===== src/verilog/failsafe_pkg.sv =====
package failsafe_pkg;

  ////////////////////////////////////////////////////////////////////////////
  // clock and times, each in its own unit
  localparam int unsigned CLK_HZ = 20_000_000;
  localparam int unsigned CLK_KHZ = CLK_HZ / 1000;
  localparam int unsigned CLK_MHZ = CLK_HZ / 1_000_000;
  localparam int unsigned WD_PERIOD_MS = 256;
  localparam int unsigned RST_PULSE_US = 1000;
  localparam int unsigned CLAMP_MS = 100;
  localparam int unsigned BUS_IDLE_MS = 8000;

  ////////////////////////////////////////////////////////////////////////////
  // cycle counts derived from the times
  localparam int unsigned TIMER_W = 28;
  typedef logic [TIMER_W-1:0] tick_t;
  localparam tick_t WD_PERIOD_CYC = tick_t'(WD_PERIOD_MS * CLK_KHZ);
  localparam tick_t RST_PULSE_CYC = tick_t'(RST_PULSE_US * CLK_MHZ);
  localparam tick_t CLAMP_CYC = tick_t'(CLAMP_MS * CLK_KHZ);
  localparam tick_t BUS_IDLE_CYC = tick_t'(BUS_IDLE_MS * CLK_KHZ);

  ////////////////////////////////////////////////////////////////////////////
  // watchdog failure counting
  localparam logic [3:0] WD_FAIL_LIMIT = 4'h8;
  localparam logic [3:0] WD_SAFE_FIRST = 4'h1;
  localparam logic [3:0] WD_SAFE_SECOND = 4'h2;

  ////////////////////////////////////////////////////////////////////////////
  // watchdog setup and misc setup field positions, reset values
  localparam int unsigned WD_HOLD_BIT = 0;
  localparam int unsigned WD_SECOND_BIT = 4;
  localparam int unsigned MISC_CODE_LSB = 0;
  localparam int unsigned MISC_CODE_MSB = 2;
  localparam logic WD_HOLD_RST = 1'b0;
  localparam logic WD_SECOND_RST = 1'b0;

  ////////////////////////////////////////////////////////////////////////////
  // safe behaviour codes
  localparam logic [2:0] SAFE_KEEP = 3'h7;
  localparam logic [2:0] SAFE_IDLE_CUT = 3'h6;
  localparam logic [2:0] SAFE_IGN_CUT = 3'h5;
  localparam logic [2:0] SAFE_BOTH_CUT = 3'h4;
  localparam logic [2:0] SAFE_CODE_RST = SAFE_KEEP;

  ////////////////////////////////////////////////////////////////////////////
  // carriers
  typedef struct packed {
    logic wr;
    logic [7:0] data;
  } setup_write_t;

  typedef struct packed {
    logic vdd_below_high;
    logic vdd_below_low;
    logic batt_below_start;
    logic por;
    logic rst_pin_low;
    logic wake1;
    logic can_active;
    logic can_wake;
    logic lin_wake;
    logic [2:0] debug_resistor_pin;
  } pin_sense_t;

  typedef struct packed {
    logic wd_cause;
    logic vdd_cause;
    logic clamp_cause;
    logic monitoring;
  } safe_status_t;

endpackage


===== src/verilog/event_timer.sv =====
`timescale 1ns/1ps
// counts cycles while run is high, holds at the limit, clears when run drops
module event_timer #(
  parameter int W = 28
) (
  input wire logic clk_in,
  input wire logic sys_rst_in,
  input wire logic run_in,
  input wire logic [W-1:0] limit_in,
  output logic done_out
);

  logic [W-1:0] count;

  // saturating up-counter
  always_ff @(posedge clk_in) begin
    if (sys_rst_in || !run_in) begin
      count <= '0;
    end else if (count != limit_in) begin
      count <= count + W'(1);
    end
  end

  // level while the limit has been reached
  assign done_out = run_in && (count == limit_in);

endmodule // event_timer


===== src/verilog/supply_failsafe_supervisor.sv =====
`timescale 1ns/1ps
module supply_failsafe_supervisor #(
  parameter failsafe_pkg::tick_t WD_PERIOD_CYC = failsafe_pkg::WD_PERIOD_CYC,
  parameter failsafe_pkg::tick_t RST_PULSE_CYC = failsafe_pkg::RST_PULSE_CYC,
  parameter failsafe_pkg::tick_t CLAMP_CYC = failsafe_pkg::CLAMP_CYC,
  parameter failsafe_pkg::tick_t BUS_IDLE_CYC = failsafe_pkg::BUS_IDLE_CYC
) (
  input wire logic clk_in,
  input wire logic sys_rst_in,
  input wire failsafe_pkg::pin_sense_t pins_in,
  input wire failsafe_pkg::setup_write_t wd_setup_in,
  input wire failsafe_pkg::setup_write_t misc_setup_in,
  input wire logic uv_low_sel_in,
  input wire logic normal_entry_in,
  input wire logic wd_refresh_ok_in,
  input wire logic safe_release_in,
  input wire logic batt_flag_clear_in,
  input wire logic io1_wake_en_in,
  output logic vdd_en_out,
  output logic rst_n_out,
  output logic limp_home_n_out,
  output logic battery_fail_flag_out,
  output logic low_batt_hold_out,
  output logic [2:0] safe_mode_out,
  output failsafe_pkg::safe_status_t safe_status_out
);

  typedef enum logic [1:0] {st_reset, st_request, st_normal, st_safe_off} state_t;

  localparam int T_WD = 0;
  localparam int T_PULSE = 1;
  localparam int T_CLAMP = 2;
  localparam int T_UV = 3;
  localparam int T_IDLE = 4;
  localparam int NUM_T = 5;

  state_t state;
  failsafe_pkg::pin_sense_t pins_meta;
  failsafe_pkg::pin_sense_t pins_s;
  logic wake1_q;
  logic hold;
  logic second_pulse;
  logic [2:0] hw_code;
  logic [2:0] sw_code;
  logic sw_override;
  logic [2:0] eval_mode;
  logic [3:0] fail_cnt;
  logic [3:0] fail_inc;
  logic [3:0] fail_need;
  logic safe_active;
  logic recovered;
  logic mon_active;
  logic io1_lost;
  logic io1_wake_armed;
  logic pd_off;
  logic [NUM_T-1:0] t_run;
  logic [NUM_T-1:0] t_done;
  failsafe_pkg::tick_t t_limit [NUM_T];
  logic vdd_uv;
  logic wd_active;
  logic wd_done;
  logic go_normal;
  logic wd_trig;
  logic uv_trig;
  logic clamp_trig;
  logic any_trig;
  logic recover_now;
  logic mon_start;
  logic cut_now;
  logic wake_now;

  // decides the supply cut from the monitored events
  function automatic logic cut_decision(input logic [2:0] mode, input logic idle,
                                        input logic ign);
    logic cut;
    cut = 1'b0;
    if (mode == failsafe_pkg::SAFE_IDLE_CUT) begin
      cut = idle;
    end else if (mode == failsafe_pkg::SAFE_IGN_CUT) begin
      cut = ign;
    end else if (mode == failsafe_pkg::SAFE_BOTH_CUT) begin
      cut = idle && ign;
    end
    return cut;
  endfunction

  ////////////////////////////////////////////////////////////////////////////
  // pin synchronisers, two stages
  always_ff @(posedge clk_in) begin
    if (sys_rst_in) begin
      pins_meta <= '0;
      pins_s <= '0;
      wake1_q <= 1'b0;
    end else begin
      pins_meta <= pins_in;
      pins_s <= pins_meta;
      wake1_q <= pins_s.wake1;
    end
  end

  ////////////////////////////////////////////////////////////////////////////
  // timers: watchdog period, reset pulse, clamp, undervoltage, bus idle
  assign t_limit[T_WD] = WD_PERIOD_CYC;
  assign t_limit[T_PULSE] = RST_PULSE_CYC;
  assign t_limit[T_CLAMP] = CLAMP_CYC;
  assign t_limit[T_UV] = CLAMP_CYC;
  assign t_limit[T_IDLE] = BUS_IDLE_CYC;

  generate
    for (genvar i = 0; i < NUM_T; i++) begin : g_timer
      event_timer #(
        .W(failsafe_pkg::TIMER_W)
      ) u_timer (
        .clk_in(clk_in),
        .sys_rst_in(sys_rst_in),
        .run_in(t_run[i]),
        .limit_in(t_limit[i]),
        .done_out(t_done[i])
      );
    end
  endgenerate

  // timer run conditions
  assign t_run[T_WD] = wd_active && !wd_refresh_ok_in;
  assign t_run[T_PULSE] = (state == st_reset) && !vdd_uv;
  assign t_run[T_CLAMP] = pins_s.rst_pin_low && rst_n_out;
  assign t_run[T_UV] = vdd_uv;
  assign t_run[T_IDLE] = mon_active && !pins_s.can_active;

  ////////////////////////////////////////////////////////////////////////////
  // event decode
  assign vdd_uv = uv_low_sel_in ? pins_s.vdd_below_low : pins_s.vdd_below_high;
  assign wd_active = (state == st_request) || (state == st_normal);
  assign wd_done = t_done[T_WD];
  assign go_normal = (state == st_request) && normal_entry_in && !vdd_uv && !wd_done;
  assign fail_inc = fail_cnt + 4'h1;
  assign fail_need = second_pulse ? failsafe_pkg::WD_SAFE_SECOND
                                  : failsafe_pkg::WD_SAFE_FIRST;
  assign wd_trig = wd_done && (fail_inc >= fail_need);
  assign uv_trig = vdd_uv && wd_active;
  assign clamp_trig = t_done[T_CLAMP];
  assign any_trig = wd_trig || uv_trig || clamp_trig;
  // needs pins released and a good refresh
  assign recover_now = wd_refresh_ok_in && !vdd_uv && !pins_s.rst_pin_low;
  assign mon_start = (wd_done && (fail_inc == failsafe_pkg::WD_FAIL_LIMIT))
                     || t_done[T_UV] || clamp_trig;
  assign cut_now = mon_active && (state != st_safe_off)
                   && cut_decision(eval_mode, t_done[T_IDLE], io1_lost);
  assign wake_now = (state == st_safe_off)
                    && (pins_s.can_wake || pins_s.lin_wake
                        || (pins_s.wake1 && io1_wake_armed));

  ////////////////////////////////////////////////////////////////////////////
  // operating mode
  always_ff @(posedge clk_in) begin
    if (sys_rst_in) begin
      state <= st_reset;
    end else if (cut_now) begin
      state <= st_safe_off;
    end else begin
      case (state)
        st_reset: begin
          if (t_done[T_PULSE]) begin
            state <= st_request;
          end
        end
        st_request: begin
          if (vdd_uv || wd_done) begin
            state <= st_reset;
          end else if (normal_entry_in) begin
            state <= st_normal;
          end
        end
        st_normal: begin
          if (vdd_uv || wd_done) begin
            state <= st_reset;
          end
        end
        st_safe_off: begin
          if (wake_now) begin
            state <= st_reset;
          end
        end
        default: begin
          state <= st_reset;
        end
      endcase
    end
  end

  // reset output low in reset and while the supply is cut
  assign rst_n_out = !((state == st_reset) || (state == st_safe_off));

  ////////////////////////////////////////////////////////////////////////////
  // watchdog setup bits, written only by software
  always_ff @(posedge clk_in) begin
    if (sys_rst_in) begin
      hold <= failsafe_pkg::WD_HOLD_RST;
      second_pulse <= failsafe_pkg::WD_SECOND_RST;
    end else if (wd_setup_in.wr) begin
      hold <= wd_setup_in.data[failsafe_pkg::WD_HOLD_BIT];
      second_pulse <= wd_setup_in.data[failsafe_pkg::WD_SECOND_BIT];
    end
  end

  assign low_batt_hold_out = hold;

  ////////////////////////////////////////////////////////////////////////////
  // safe behaviour selection: resistor sample and software override
  always_ff @(posedge clk_in) begin
    if (sys_rst_in) begin
      hw_code <= failsafe_pkg::SAFE_CODE_RST;
    end else if (go_normal) begin
      hw_code <= pins_s.debug_resistor_pin;
    end
  end

  always_ff @(posedge clk_in) begin
    if (sys_rst_in) begin
      sw_code <= failsafe_pkg::SAFE_CODE_RST;
      sw_override <= 1'b0;
    end else if (misc_setup_in.wr) begin
      sw_code <= misc_setup_in.data[failsafe_pkg::MISC_CODE_MSB:failsafe_pkg::MISC_CODE_LSB];
      sw_override <= 1'b1;
    end
  end

  assign safe_mode_out = sw_override ? sw_code : hw_code;

  ////////////////////////////////////////////////////////////////////////////
  // consecutive watchdog failure count, cleared by a good refresh
  always_ff @(posedge clk_in) begin
    if (sys_rst_in) begin
      fail_cnt <= 4'h0;
    end else if (wd_refresh_ok_in) begin
      fail_cnt <= 4'h0;
    end else if (wd_done && (fail_cnt != failsafe_pkg::WD_FAIL_LIMIT)) begin
      fail_cnt <= fail_inc;
    end
  end

  ////////////////////////////////////////////////////////////////////////////
  // safe state flag and causes; a new failure beats the release
  always_ff @(posedge clk_in) begin
    if (sys_rst_in) begin
      safe_active <= 1'b0;
    end else if (any_trig) begin
      safe_active <= 1'b1;
    end else if (safe_release_in && recovered) begin
      safe_active <= 1'b0;
    end
  end

  assign limp_home_n_out = !safe_active;

  always_ff @(posedge clk_in) begin
    if (sys_rst_in) begin
      recovered <= 1'b1;
    end else if (any_trig) begin
      recovered <= 1'b0;
    end else if (recover_now) begin
      recovered <= 1'b1;
    end
  end

  always_ff @(posedge clk_in) begin
    if (sys_rst_in) begin
      safe_status_out <= '0;
    end else begin
      safe_status_out.monitoring <= mon_active;
      if (wd_trig) begin
        safe_status_out.wd_cause <= 1'b1;
      end else if (safe_release_in && recovered) begin
        safe_status_out.wd_cause <= 1'b0;
      end
      if (uv_trig) begin
        safe_status_out.vdd_cause <= 1'b1;
      end else if (safe_release_in && recovered) begin
        safe_status_out.vdd_cause <= 1'b0;
      end
      if (clamp_trig) begin
        safe_status_out.clamp_cause <= 1'b1;
      end else if (safe_release_in && recovered) begin
        safe_status_out.clamp_cause <= 1'b0;
      end
    end
  end

  ////////////////////////////////////////////////////////////////////////////
  // external event monitoring, mode frozen at evaluation
  always_ff @(posedge clk_in) begin
    if (sys_rst_in) begin
      mon_active <= 1'b0;
      eval_mode <= failsafe_pkg::SAFE_CODE_RST;
    end else if (mon_start) begin
      mon_active <= 1'b1;
      eval_mode <= safe_mode_out;
    end else if (recover_now || wake_now) begin
      mon_active <= 1'b0;
    end
  end

  // ignition loss seen as a falling edge on wake1
  always_ff @(posedge clk_in) begin
    if (sys_rst_in || !mon_active) begin
      io1_lost <= 1'b0;
    end else if (wake1_q && !pins_s.wake1) begin
      io1_lost <= 1'b1;
    end else if (pins_s.wake1) begin
      io1_lost <= 1'b0;
    end
  end

  // wake1 wake-up enable captured when the supply is cut
  always_ff @(posedge clk_in) begin
    if (sys_rst_in) begin
      io1_wake_armed <= 1'b0;
    end else if (cut_now) begin
      io1_wake_armed <= io1_wake_en_in;
    end
  end

  ////////////////////////////////////////////////////////////////////////////
  // battery ramp-down handling and supply enable
  always_ff @(posedge clk_in) begin
    if (sys_rst_in) begin
      pd_off <= 1'b0;
    end else if ((state == st_reset) && vdd_uv && !hold && pins_s.batt_below_start) begin
      pd_off <= 1'b1;
    end else if (hold && pins_s.por) begin
      pd_off <= 1'b1;
    end else if (!pins_s.batt_below_start && !pins_s.por) begin
      pd_off <= 1'b0;
    end
  end

  always_ff @(posedge clk_in) begin
    if (sys_rst_in) begin
      battery_fail_flag_out <= 1'b0;
    end else if (pins_s.por) begin
      battery_fail_flag_out <= 1'b1;
    end else if (batt_flag_clear_in) begin
      battery_fail_flag_out <= 1'b0;
    end
  end

  always_ff @(posedge clk_in) begin
    if (sys_rst_in) begin
      vdd_en_out <= 1'b0;
    end else begin
      vdd_en_out <= !(pd_off || (state == st_safe_off));
    end
  end
endmodule // supply_failsafe_supervisor


===== config.mk =====
export PLATFORM = sky130hd
export DESIGN_NAME = supply_failsafe_supervisor
export DESIGN_NICKNAME = d
export VERILOG_FILES = /design/src/verilog/failsafe_pkg.sv /design/src/verilog/event_timer.sv /design/src/verilog/supply_failsafe_supervisor.sv
export SDC_FILE = /design/constraint.sdc
export NUM_CORES = 1
export LEC_CHECK = 0
export ABC_AREA = 1
export CORE_ASPECT_RATIO = 2
export CORE_MARGIN = 3
export CORE_UTILIZATION = 50
export DETAILED_ROUTE_END_ITERATION = 8
export DONT_BUFFER_PORTS = 1
export PLACE_DENSITY = 0.65
export SYNTH_ARGS = -nofsm -noshare
export SYNTH_HDL_FRONTEND = slang
export SYNTH_SLANG_ARGS = --single-unit

===== constraint.sdc =====
create_clock -name clk_in -period 3.75 [get_ports clk_in]
set_input_delay 0 -clock clk_in [delete_from_list [all_inputs] [get_ports clk_in]]
set_output_delay 0 -clock clk_in [all_outputs]
set_load 0.02 [all_outputs]

### After elaboration in Yosys (flattened, before gate mapping)

Index checks and enable logic that the tools add are counted.

| word-level totals | value |
|---|---|
| register bits after elaboration | 195 |
| bits in latches | 0 |
| RAM bits | 0 |
| memory bits (read-only) | 0 |
| input port bits | 38 |
| output and inout bits | 12 |
| word-level logic and storage cells | 181 |
| memories | 0 |

| operators by class | value |
|---|---|
| add/sub/neg operators | 6 |
| multipliers | 0 |
| div/mod/pow operators | 0 |
| $lt $le $gt $ge | 1 |
| eq/ne operators | 23 |
| shift-type cells | 0 |
| multiplexer cells | 29 |
| bitwise operators | 0 |
| reduce and logical (&&, ||, !) cells | 76 |

Operators with widths:

| operator | count |
|---|---|
| $add 28x1->28 const B | 5 |
| $eq 28x21->1 const B | 2 |
| $ne 28x21->1 const B | 2 |
| $logic_and 1x1->1 | 30 |
| $eq 28x15->1 const B | 1 |
| $eq 28x23->1 const B | 1 |
| $eq 28x28->1 const B | 1 |
| $ne 28x15->1 const B | 1 |
| $ne 28x23->1 const B | 1 |
| $ne 28x28->1 const B | 1 |
| $mux 1 | 20 |
| $logic_not 1->1 | 17 |
| $logic_or 1x1->1 | 17 |
| $reduce_bool 2->1 | 8 |
| $mux 2 | 7 |
| $eq 3x3->1 const B | 3 |
| $pmux 2 s4 | 1 |
| $ne 3x2->1 const B | 2 |
| $add 4x1->4 const B | 1 |
| $eq 2x2->1 const B | 2 |
| $eq 4x4->1 const B | 1 |
| $ge 4x2->1 | 1 |
| $ne 4x3->1 const B | 1 |
| $ne 4x4->1 const B | 1 |
| 8 further kinds | 8 |

### Logic depth before layout (Yosys ltp)

| depth | value |
|---|---|
| word-level depth | 10 |
| depth in mapped cells | 13 |
| gate-level depth less buffers | 13 |

### Cells and area by module

Synthesis repeated with hierarchy kept, for this count alone.

| unflattened totals | value |
|---|---|
| cells, all modules | 2560 |
| area total of the unflattened synthesis | 14746.6 sq um |

By module, submodules not included:

| module | times used | cells an instance | area an instance (sq um) |
|---|---|---|---|
| event_timer | 5 | 454 | 2516.2 |
| supply_failsafe_supervisor | 1 | 290 | 2165.8 |

### Worst setup path before layout

No wires, ideal clock.

| timing path | value |
|---|---|
| path type | reg-to-reg |
| start | reg state[0] |
| end | reg fail_cnt[1] |
| arrival time | 1.596 ns |
| data required time | 3.631 ns |
| path slack | 2.035 ns |
| cell stages (with the launch flop) | 10 |
| path buffers | 0 |
| path through | dfxtp_1 inv_1 ha_1 inv_1 nor2_1 nand3_2 inv_2 nand2_1 o21ai_0 a21oi_1 |

| on the way | value |
|---|---|
| word-level cells in the longest chain between the ends | 5 |
| elaborated cells on any way between the ends | 6 |
| classes of those cells | eq/ne: 2; reduce/logical: 4 |

RTL lines:

| what | RTL line | source |
|---|---|---|
| from (decl) | supply_failsafe_supervisor.sv:37 | `state_t state;` |
| from (signal assigned) | supply_failsafe_supervisor.sv:157 | `state <= st_reset;` |
| from (signal assigned) | supply_failsafe_supervisor.sv:159 | `state <= st_safe_off;` |
| from (signal assigned) | supply_failsafe_supervisor.sv:164 | `state <= st_request;` |
| $eq 2x1->1 / $eq 2x2->1 (equally long branches) | supply_failsafe_supervisor.sv:133 | `assign wd_active = (state == st_request) \|\| (state == st_normal);` |
| $logic_or 1x1->1 (*) | supply_failsafe_supervisor.sv:133 |  |
| $logic_and 1x1->1 (*) | supply_failsafe_supervisor.sv:124 | `assign t_run[T_WD] = wd_active && !wd_refresh_ok_in;` |
| $logic_and 1x1->1 (*) | event_timer.sv:25 | `assign done_out = run_in && (count == limit_in);` |
| $logic_and 1x1->1 (*) | supply_failsafe_supervisor.sv:237 | `end else if (wd_done && (fail_cnt != failsafe_pkg::WD_FAIL_LIMIT)) begin` |
| to (signal assigned) | supply_failsafe_supervisor.sv:238 | `fail_cnt <= fail_inc;` |
| to (decl) | supply_failsafe_supervisor.sv:47 | `logic [3:0] fail_cnt;` |

Mark *: on every way between the ends. The rest lies on a longest branch, timed or not.
A chain may end at the register's enable or synchronous reset.

### Final worst setup path

| timing path | value |
|---|---|
| start | reg fail_cnt[0] |
| end | reg safe_status_out[3] (netlist name) |

| on the way | value |
|---|---|
| word-level cells in the longest chain between the ends | 4 |
| elaborated cells on any way between the ends | 5 |
| classes of those cells | add/sub: 1; order compare: 1; mux: 1; reduce/logical: 2 |

RTL lines:

| what | RTL line | source |
|---|---|---|
| $add 4x1->4 (*) | supply_failsafe_supervisor.sv:136 | `assign fail_inc = fail_cnt + 4'h1;` |
| net fail_inc[0] | supply_failsafe_supervisor.sv:48 | `logic [3:0] fail_inc;` |
| $ge 4x2->1 (*) | supply_failsafe_supervisor.sv:139 | `assign wd_trig = wd_done && (fail_inc >= fail_need);` |
| $logic_and 1x1->1 (*) | supply_failsafe_supervisor.sv:139 |  |
| $mux 1 / $reduce_bool 2->1 (equally long branches) | - |  |
| to (decl) | supply_failsafe_supervisor.sv:25 | `output failsafe_pkg::safe_status_t safe_status_out` |

The timed path passes the listed nets; every way through them passes the cells marked *.

==> out/results.ini <==
[status]
run_status = finished clean

[drt]
drt_pass1_iterations = 4
routed_wirelength_mm = 20.5
dr_vias_cell = 5.13
drt.antenna.violating_nets = 0
num_vias = 8149
detail_route.wl_per_cell_um = 12.9
drt_drc_violations_left = 0
first_iter_violations = 235

[cells_and_area]
nFillCells = 1737
ff_latch_area_um2 = 3900
layout.cell_area.non_filler_um2 = 10500
final_net_count = 1413
drive_gt1_share_pct = 8.25
area_growth_syn_to_layout_pct = 12.4
area_used_by_multi_input_combinational_logic_um2 = 4510
finish.cell_count_without_fillers = 1587

[worst_setup_path]
classification_of_the_worst_setup_path = register to register
crit_path_cell_trace = inv_1 > ha_1 > ha_1 > o21ai_0 > nand3_1 > nand3_1 > a21oi_1 > dlygate4sd3_1
cpLargestDelayFamily = buffers and inverters
slowest_stage = sky130_fd_sc_hd__dlygate4sd3_1
worst-endpoint-arrival_ps = 2550
timing.critical_path.from_type = register
worst-path-max-fanout = 5
crit_path_max_incr_delay_ps = 550
cp_num_buf_inv = 2
required_ps = 4070
cp-end-kind = register

[synthesis]
ys_top_cells_by_area = sky130_fd_sc_hd__dfxtp_1 (42%), sky130_fd_sc_hd__nand2_1 (8.9%), sky130_fd_sc_hd__inv_1 (8.8%)
syn_avg_cell_area_um2 = 7.10
ys_warn_count = 0
synth_area_leader_cell = sky130_fd_sc_hd__dfxtp_1
nets_in_the_synthesized_netlist = 1373
ys_ff_latch = 195
synth_top_area_share_pct = 41.8
synth.cell_area_um2 = 9340
netlist-cell-type-count = 44
yosysSeqAreaShare_pct = 41.8
synth_cells = 1316

[clock_tree]
number_of_buffers_created_by_cts = 17
cts_root_buffer = sky130_fd_sc_hd__clkbuf_16
postCtsSetupBuffers = 0
cts.reportedPaths.clkPinSlew_ps = 70
clock-sinks = 195
worst_skew_pair.late_latency_ps = 440
cts_tree = built
cts.path.max_buffers = 2
cts_max_level = 4

[sta]
max_slew_margin_pct = 58.3
hold_viol_final = 0
max_slew.worst_pin.slew_ps = 624
timing_limited_maximum_frequency_mhz = 450
slew_violations = 0
rsz0062_at_grt = no
fin_crit_sh_pct = 59.3
setup_viol_count_final = 0
clock_skew_ps = 13.0
fin_tns_setup_ps = 0
timing.final.crit_period_ps = 2220

[pwr]
share_seq_of_total_power_pct = 49.4
share_clk_of_total_power_pct = 41.4
logic_pwr_share_pct = 9.2
internal_power_mw = 3.24
static-leakage-power_nw = 3.79
switching_share_pct = 25.7
power_per_cell_area_nw_per_um2 = 416
total_switching_power_mw = 1.12
vdd_drop_max_mv = 0.314

[global_route]
track_usage_pct = 21.4
global_route.overflow_total = 0
grt-busiest-layer = met2
first_global_vias = 8112
global_route_wire_length_before_repair_mm = 34.9
groute.layer.met2.usage_pct = 42.5
grt_antenna_before_repair = 0
met3_usage_pct = 3.67
grt_start_max_net_pins = 40
gr-usage-met1_pct = 20.5

[die]
num_io_pins = 50
chipWidth_um = 103
initial_utilization_pct = 51.0
core_region_area_um2 = 18300
die_area_um2 = 20500
core.rowCount = 70
die_height_um = 199

[place]
placed_area_um2 = 9590
place.port_buffers = 0
dp_cells = 1522
gp_routability_congestion = 0.838
dp_hpwl_mm = 15.4

[job]
max-cap-violations = 0

[hold_path]
hp-class = primary input to register

stage by stage:
stage	setup slack [ps]	util (%)	hold WS [ps]	total power, mW
2_1_floorplan	2030	-	83.9	2.48
3_3_place_gp	1620	52.4	73.8	2.57
3_5_place_dp	1580	52.4	78.7	2.58
4_1_cts	1510	57.3	25.4	4.42
5_1_grt	1360	57.3	46.9	4.56
6_report	1530	57.3	19.2	4.37
area by class of cell:
| type | instances | area share, % |
|---|---|---|
| diodes | 2 | 0.0477 |
| clock buffers | 18 | 4.09 |
| clock inverters | 14 | 1.47 |
| inverters | 228 | 8.20 |
| multi-input cells | 877 | 42.9 |
| flip-flops and latches | 195 | 37.2 |
| well taps | 216 | 2.57 |
| repair buffers | 37 | 3.48 |
flip-flops by register name (all words and copies together), names as in the netlist, 3 cells and up:
register	flops
pins_s	12
eval_mode	3
safe_status_out	4
hw_code	3
g_timer.u_timer.count	140
fail_cnt	4
sw_code	3
pins_meta	12
power by group through the flow:
stage / registers, mW / clock network, mW / logic [mW]
floorplan: 2.20 / 0 / 0.286
CTS: 2.16 / 1.86 / 0.408
detailed placement: 2.21 / 0 / 0.371
global route: 2.16 / 1.94 / 0.464
finish: 2.16 / 1.81 / 0.402
global placement: 2.20 / 0 / 0.366
cell usage in the layout, fill, tap and decap left out, drive strengths merged, types with 2 or more instances in the layout:
cell type    instances
dlygate4sd3         30
nor2               181
xor2                 5
nand4               45
nor3                58
nor4                 7
o21a                11
nand2              234
or2                  4
and3                 3
o21ai               92
nand3               77
a211oi               5
clkinvlp             3
a31oi                5
buf                  7
diode                2
ha                  19
bufinv               2
nor3b                3
a21oi              124
clkinv              10
inv                227
dfxtp              195
clkbuf              18
cells by family (layout without fill, tap and decap cells):
family | after synthesis | after routing | share of synthesized area [%]
and+or+nand+nor | 615 | 615 | 31.8
buffers and inverters | 244 | 297 | 9.94
AOI/OAI and AO/OA | 238 | 238 | 13.4
DFF | 195 | 195 | 41.8
adders and majority gates | 19 | 19 | 2.55
xor gates and xnor gates | 5 | 5 | 0.469
other | 0 | 2 | 0
final timing paths:
path / start / to / slack [ps] / cells past startpoint
worst max-delay path: fail_cnt[0]$_SDFFE_PP0P_ / safe_status_out[3]$_SDFFE_PP0P_ / 1530 / 8
worst min-delay path: sys_rst_in / recovered$_SDFFE_PP1P_ / 20 / 2
worst max register to register: fail_cnt[0]$_SDFFE_PP0P_ / safe_status_out[3]$_SDFFE_PP0P_ / 1530 / 8
worst min register to register: pins_meta[4]$_SDFF_PP0_ / pins_s[4]$_SDFF_PP0_ / 400 / 2
synth_stat cells (all sizes together):
| cell | instances |
|---|---|
| ha | 19 |
| nand3 | 77 |
| a211oi | 5 |
| or2 | 4 |
| a31oi | 5 |
| or3 | 1 |
| a21oi | 124 |
| nand2 | 234 |
| o21a | 11 |
| and3 | 3 |
| buf | 4 |
| nor3 | 58 |
| xor2 | 5 |
| clkinv | 4 |
| a221oi | 1 |
| nand3b | 1 |
| nor3b | 3 |
| o21ai | 92 |
| inv | 224 |
| clkbuf | 12 |
| nand4 | 45 |
| nor4 | 7 |
| nor2 | 181 |
| dfxtp | 195 |
| and2 | 1 |
routing by layer:
layer  vias up  share of wire, %  wire [µm]
met4         0               2.8        569
met2        84                56      11500
met5         -                 0          0
met3        39               2.2        445
met1      3683                39       8000
li1       4343                 -          -
timing repair:
| item | 4_1_cts | 5_1_grt |
|---|---|---|
| endpoints found under the hold margin | 94 | 0 |
| hold buffers | 31 | 0 |
| gates resized for setup | 0 | 0 |
(Power assumes the default switching activity.)
